**src/pkg/misc_exec_regs.vh**
```
/*
 constants for the misc instruction execute block: opcodes, masks, bit positions, reset values.
 assumes the includer uses 14-bit instruction words and 8-bit data.
*/
`ifndef MISC_EXEC_REGS_VH
`define MISC_EXEC_REGS_VH
`define OPC_CLEAR_WORKING 14'h0103
`define OPC_INTERRUPT_RETURN 14'h0009
`define OPC_LOAD_OPTION 14'h0062
`define OPC_IDLE_VALUE 14'h0000
`define OPC_IDLE_MASK 14'h3f9f
`define GIE_BIT 3'h7
`define WORKING_RESET 8'h00
`define OPTION_RESET 8'hff
`define INTERRUPT_CONTROL_REG_RESET 8'h00
`define RETURN_CYCLES 2'h2
`endif

```
**src/hdl/misc_instruction_execute.v**
```verilog
/*
 decode and execute of four no-operand instructions: clear working register, idle,
 interrupt return and load option register.
 assumes the fetch stage presents one word per instr_valid pulse and honours instr_ready;
 the stack pop and the program counter live outside and follow the pop/load strobes.
*/
// Contract
// - the clear-working word zeroes the working register and sets the zero flag in one cycle.
// - the interrupt-return word pops the stack and loads the popped top entry into the program counter.
// - interrupt return sets the global interrupt enable, bit 7 of the interrupt control register.
// - interrupt return takes two cycles and leaves every status flag alone.
// - the load-option word copies the working register into the option register in one cycle, flags untouched.
// - the option register is also read and written directly as an ordinary register.
`timescale 1ns/10ps
`include "misc_exec_regs.vh"
module misc_instruction_execute
(
   input wire core_clk,
   input wire rst_b,
   input wire instr_valid,
   input wire [13:0] instr_word,
   output wire instr_ready,
   input wire option_wr,
   input wire [7:0] option_wdata,
   input wire working_wr,
   input wire [7:0] working_wdata,
   input wire interrupt_control_reg_wr,
   input wire [7:0] interrupt_control_reg_wdata,
   input wire [12:0] stack_top_entry,
   output reg stack_pop,
   output reg pc_load,
   output reg [12:0] pc_load_value,
   output reg pc_advance,
   output reg unknown_op,
   output reg [7:0] working_reg,
   output reg zero_flag,
   output reg [7:0] option_reg,
   output reg [7:0] interrupt_control_reg
);

   localparam st_idle = 1'b0;
   localparam st_return2 = 1'b1;

   reg state;
   wire is_clear;
   wire is_return;
   wire is_option;
   wire is_idle;
   wire take;

   // second cycle of the return stalls the fetch stage
   assign instr_ready = (state == st_idle);
   assign take = instr_valid && instr_ready;
   assign is_clear = (instr_word == `OPC_CLEAR_WORKING);
   assign is_return = (instr_word == `OPC_INTERRUPT_RETURN);
   assign is_option = (instr_word == `OPC_LOAD_OPTION);
   assign is_idle = ((instr_word & `OPC_IDLE_MASK) == `OPC_IDLE_VALUE);

   always @(posedge core_clk)
   begin
      if (!rst_b)
      begin
         state <= st_idle;
         stack_pop <= 1'b0;
         pc_load <= 1'b0;
         pc_load_value <= 13'h0000;
         pc_advance <= 1'b0;
         unknown_op <= 1'b0;
         working_reg <= `WORKING_RESET;
         zero_flag <= 1'b0;
         option_reg <= `OPTION_RESET;
         interrupt_control_reg <= `INTERRUPT_CONTROL_REG_RESET;
      end
      else
      begin
         stack_pop <= 1'b0;
         pc_load <= 1'b0;
         pc_advance <= 1'b0;
         unknown_op <= 1'b0;
         // direct writes first; instruction effects in the same cycle take priority
         if (option_wr)
            option_reg <= option_wdata;
         if (working_wr)
            working_reg <= working_wdata;
         if (interrupt_control_reg_wr)
            interrupt_control_reg <= interrupt_control_reg_wdata;
         case (state)
            st_idle:
            begin
               if (take)
               begin
                  if (is_clear)
                  begin
                     working_reg <= `WORKING_RESET;
                     zero_flag <= 1'b1;
                     pc_advance <= 1'b1;
                  end
                  else if (is_return)
                  begin
                     stack_pop <= 1'b1;
                     state <= st_return2;
                  end
                  else if (is_option)
                  begin
                     option_reg <= working_reg;
                     pc_advance <= 1'b1;
                  end
                  else if (is_idle)
                     pc_advance <= 1'b1;
                  else
                     unknown_op <= 1'b1;
               end
            end
            st_return2:
            begin
               // stack top is sampled on the same edge the outside stack applies the pop, so the popped entry is loaded
               pc_load <= 1'b1;
               pc_load_value <= stack_top_entry;
               interrupt_control_reg[`GIE_BIT] <= 1'b1;
               state <= st_idle;
            end
            default:
               state <= st_idle;
         endcase
      end
   end

endmodule // misc_instruction_execute

```
**config.mk**
```make
export PLATFORM = sky130hd
export DESIGN_NAME = misc_instruction_execute
export DESIGN_NICKNAME = d
export VERILOG_FILES = /design/src/hdl/misc_instruction_execute.v
export VERILOG_INCLUDE_DIRS = /design/src /design/src/pkg
export SDC_FILE = /design/constraint.sdc
export NUM_CORES = 1
export LEC_CHECK = 0
export BUFFER_PORTS_ARGS = -buffer_cell sky130_fd_sc_hd__buf_2
export CAP_MARGIN = 30
export CORE_MARGIN = 4
export CORE_UTILIZATION = 41
export CTS_BUF_LIST = sky130_fd_sc_hd__clkbuf_2
export DETAILED_ROUTE_END_ITERATION = 6
export PLACE_DENSITY = 0.79
export SYNTH_ARGS = -nofsm -noshare
export SYNTH_HDL_FRONTEND = slang
export SYNTH_SLANG_ARGS = --single-unit
```
**constraint.sdc**
```tcl
create_clock -name core_clk -period 1.3 [get_ports core_clk]
set_clock_uncertainty 0.1 [all_clocks]
set_input_delay 0.13 -clock core_clk [delete_from_list [all_inputs] [get_ports core_clk]]
set_output_delay 0.13 -clock core_clk [all_outputs]
set_load 0.05 [all_outputs]
```
==> flow_metrics.py <==
metrics = {
    "outcome": {
        "status": "finished with violations",
        "failed_checks": "negative setup slack",
    },
    "sta": {
        "fmax_mhz": 715,
        "setup_tns_ns": -1.48,
        "setup_viol": 19,
        "period_needed_ns": 1.40,
        "timing.slew.headroom": 0.721,
        "fin_crit_sh": 1.08,
        "finalWorstSetupSlack_ns": -0.0983,
        "drv_slew": 0,
        "finalHoldViolations": 0,
        "hold_ws_ns": 0.00808,
        "worst_slew_pin_slew_ns": 0.417,
        "grt_setup_unrepaired": "yes",
    },
    "min_path": {
        "min_to": "pc_advance",
        "hold_path_class": "input pin to flip-flop",
        "min_from": "instr_word[0]",
        "min_path_cells": 5,
    },
    "worst_setup_path": {
        "r2r-end": "option_reg[7]",
        "crit_chain": "and2b_2, nand4_1, buf_6, nor3_2, o21ai_1",
        "start_kind": "flip-flop",
        "slowest_delay_ns": 0.41,
        "r2r_start": "stack_pop",
        "cp_slowest_cell": "dfxtp_4",
        "crit_fanout": 8,
        "end_kind": "flip-flop",
        "startpoint": "stack_pop",
        "r2r_slack_ns": -0.1,
        "arrival_ns": 1.62,
        "crit_type": "flip-flop to flip-flop",
        "reg2reg_depth": 5,
        "cp.required_ns": 1.52,
    },
    "placement": {
        "hpwl_um": 3420,
        "post_dp_cell_area_um2": 2400,
        "place_congestion": 0.784,
        "place_ws_ns": -0.145,
        "portBuffers": 99,
    },
    "cells_and_area": {
        "drive_above_1_share": 0.549,
        "nets": 382,
        "fin_area_um2": 3250,
        "fill_cells": 244,
        "final_util": 0.790,
        "largest_register": "pc_load_value",
        "antenna_cells": 0,
        "largest_register_ffs": 13,
        "area_growth_syn_to_layout_pct": 81.6,
    },
    "power_and_ir_drop": {
        "netSwitchingFraction": 0.271,
        "seq_power_share": 0.465,
        "power.switching_uw": 800,
        "power_density_nw_per_um2": 907,
        "internal-power_mw": 2.15,
        "peakVddDrop_mv": 0.512,
        "comb_power_share": 0.213,
        "p_clk_frac": 0.322,
        "p_leak_nw": 1.39,
    },
    "job": {
        "max-cap-violations": 0,
    },
    "floorplanning": {
        "core_um2": 4120,
        "die_w_um": 74.1,
        "rows": 23,
        "start_util": 0.435,
        "ios": 100,
        "die_h_um": 74.1,
        "dieArea_um2": 5490,
    },
    "clocking": {
        "cts.sinks": 42,
        "cts.path.max_buffers": 2,
        "ctsHtreeMaxLevel": 2,
        "cts_root_buf": "clkbuf_2",
        "ctsHoldBuffers": 44,
        "cts_tree": "built",
        "clk_pin_slew_ns": 0.24,
        "clk-insertion-delay-late_ns": 0.42,
        "cts_made_buffers": 5,
    },
    "routing": {
        "vias_per_cell": 4.94,
        "drcViolationCount": 0,
        "routedWlPerCell_um": 15.5,
        "antenna_left": 0,
        "dr.pass1.iters": 4,
        "wirelength_um": 5810,
        "vias": 1859,
        "drt_iter0_drc": 111,
    },
    "global_route": {
        "grt_pass1_wl_um": 8560,
        "grt_usage": 0.206,
        "overflow": 0,
        "grt_max_degree": 24,
        "grt_antenna_before_repair": 0,
        "grt_pass1_vias": 1820,
    },
    "yosys": {
        "synth.avg_cell_area_um2": 10.4,
        "synth-warning-count": 0,
        "synth_cell_types": 31,
        "syn_inst": 172,
        "synth_seq_area_share": 0.470,
        "syn_nets": 229,
        "yosys_register_bits": 42,
        "syn_area_um2": 1790,
    },
}
==> power by group through the flow <==
stage	registers [mW]	clock network, mW	logic, mW
CTS	1.36	0.952	0.593
finish	1.37	0.950	0.629
floorplan	1.54	0	0.148
global route	1.38	1.01	0.668
detailed placement	1.38	0	0.477
global placement	1.38	0	0.470
==> cell usage in the layout, fill, tap and decap left out, drive strengths merged, types with 2 or more instances in the layout <==
| cell | synthesis | layout |
|---|---|---|
| a21oi | 8 | 8 |
| and2 | 3 | 3 |
| buf | 7 | 106 |
| bufinv | 0 | 2 |
| clkbuf | 4 | 12 |
| clkinv | 0 | 2 |
| dfxtp | 42 | 42 |
| dlygate4sd3 | 0 | 44 |
| mux2 | 8 | 8 |
| mux2i | 29 | 29 |
| nand2 | 3 | 3 |
| nand3 | 2 | 2 |
| nand4 | 3 | 3 |
| nor2 | 12 | 12 |
| nor2b | 20 | 20 |
| nor3 | 10 | 10 |
| nor4 | 2 | 2 |
| o21ai | 8 | 8 |
==> critical path: cells and delay by family (launching register included) <==
kind	cells	cell delay [ns]
and+or+nand+nor	3	0.53
AOI/OAI and AO/OA	1	0.09
DFF	1	0.41
buffers and inverters	1	0.18
==> worst max-delay path by stage <==
stage | cells past startpoint | endpoint
after global placement | 6 | option_reg[7]
after detailed placement | 5 | working_reg[2]
after global routing | 5 | working_reg[5]
final | 5 | option_reg[7]
after CTS | 5 | working_reg[2]
after floorplan | 6 | option_reg[0]
==> cell families (layout without fill, tap and decap cells) <==
group,count (synthesis),count (layout),share of synthesized area
DFF,42,42,0.470
AOI/OAI and AO/OA,21,21,0.0748
and+or+nand+nor,60,60,0.198
buffers and inverters,12,166,0.0447
muxes,37,37,0.212
==> Yosys cell counts (all sizes together) <==
cell    count  area (um^2)
o21a        1         7.51
a21boi      1         7.51
nand4       3         18.8
and4        1         8.76
and3b       1         8.76
nor3       10         50.1
inv         1         3.75
nor2b      20          125
a21o        1         7.51
mux2i      29          290
nand3       2         10.0
nor4b       1         8.76
o21ai       8         40.0
nor2       12         45.0
and2        3         18.8
mux2        8         90.1
and3        1         7.51
clkbuf      4         25.0
and2b       1         8.76
nor4        2         33.8
a21bo       1         10.0
dfxtp      42          841
a21oi       8         40.0
buf         7         51.3
nand2       3         11.3
o31ai       1         21.3
==> final cells by class <==
class,count,area (um^2),area share
timing repair buffer,157,1240,0.382
multi-input combinational,118,971,0.299
sequential,42,872,0.268
clock inverter,3,63.8,0.0196
tap,50,62.6,0.0192
clock buffer,5,25.0,0.00770
inverter,1,16.3,0.00500
==> what timing repair did <==
item                       in CTS  in global routing
pin swaps                       1                  2
setup buffers                   3                  2
resized for setup              36                 81
setup endpoints to repair      36                 61
hold endpoints to repair       41                  1
==> through the flow <==
step           power [mW]  instances
6_report             2.95        376
2_1_floorplan        1.69        172
3_3_place_gp         1.85        319
5_1_grt              3.06        376
4_1_cts              2.91        374
3_5_place_dp         1.86        319
==> routing by layer <==
layer,global-route usage,routed length [um],up-vias,share of wire
li1,-,-,906,-
met2,0.364,3190,65,0.55
met4,0.115,181,0,0.031
met1,0.226,2100,871,0.36
met5,0,0,-,0
met3,0.0500,343,17,0.059
Note: power is estimated with default switching activity, not from simulation.
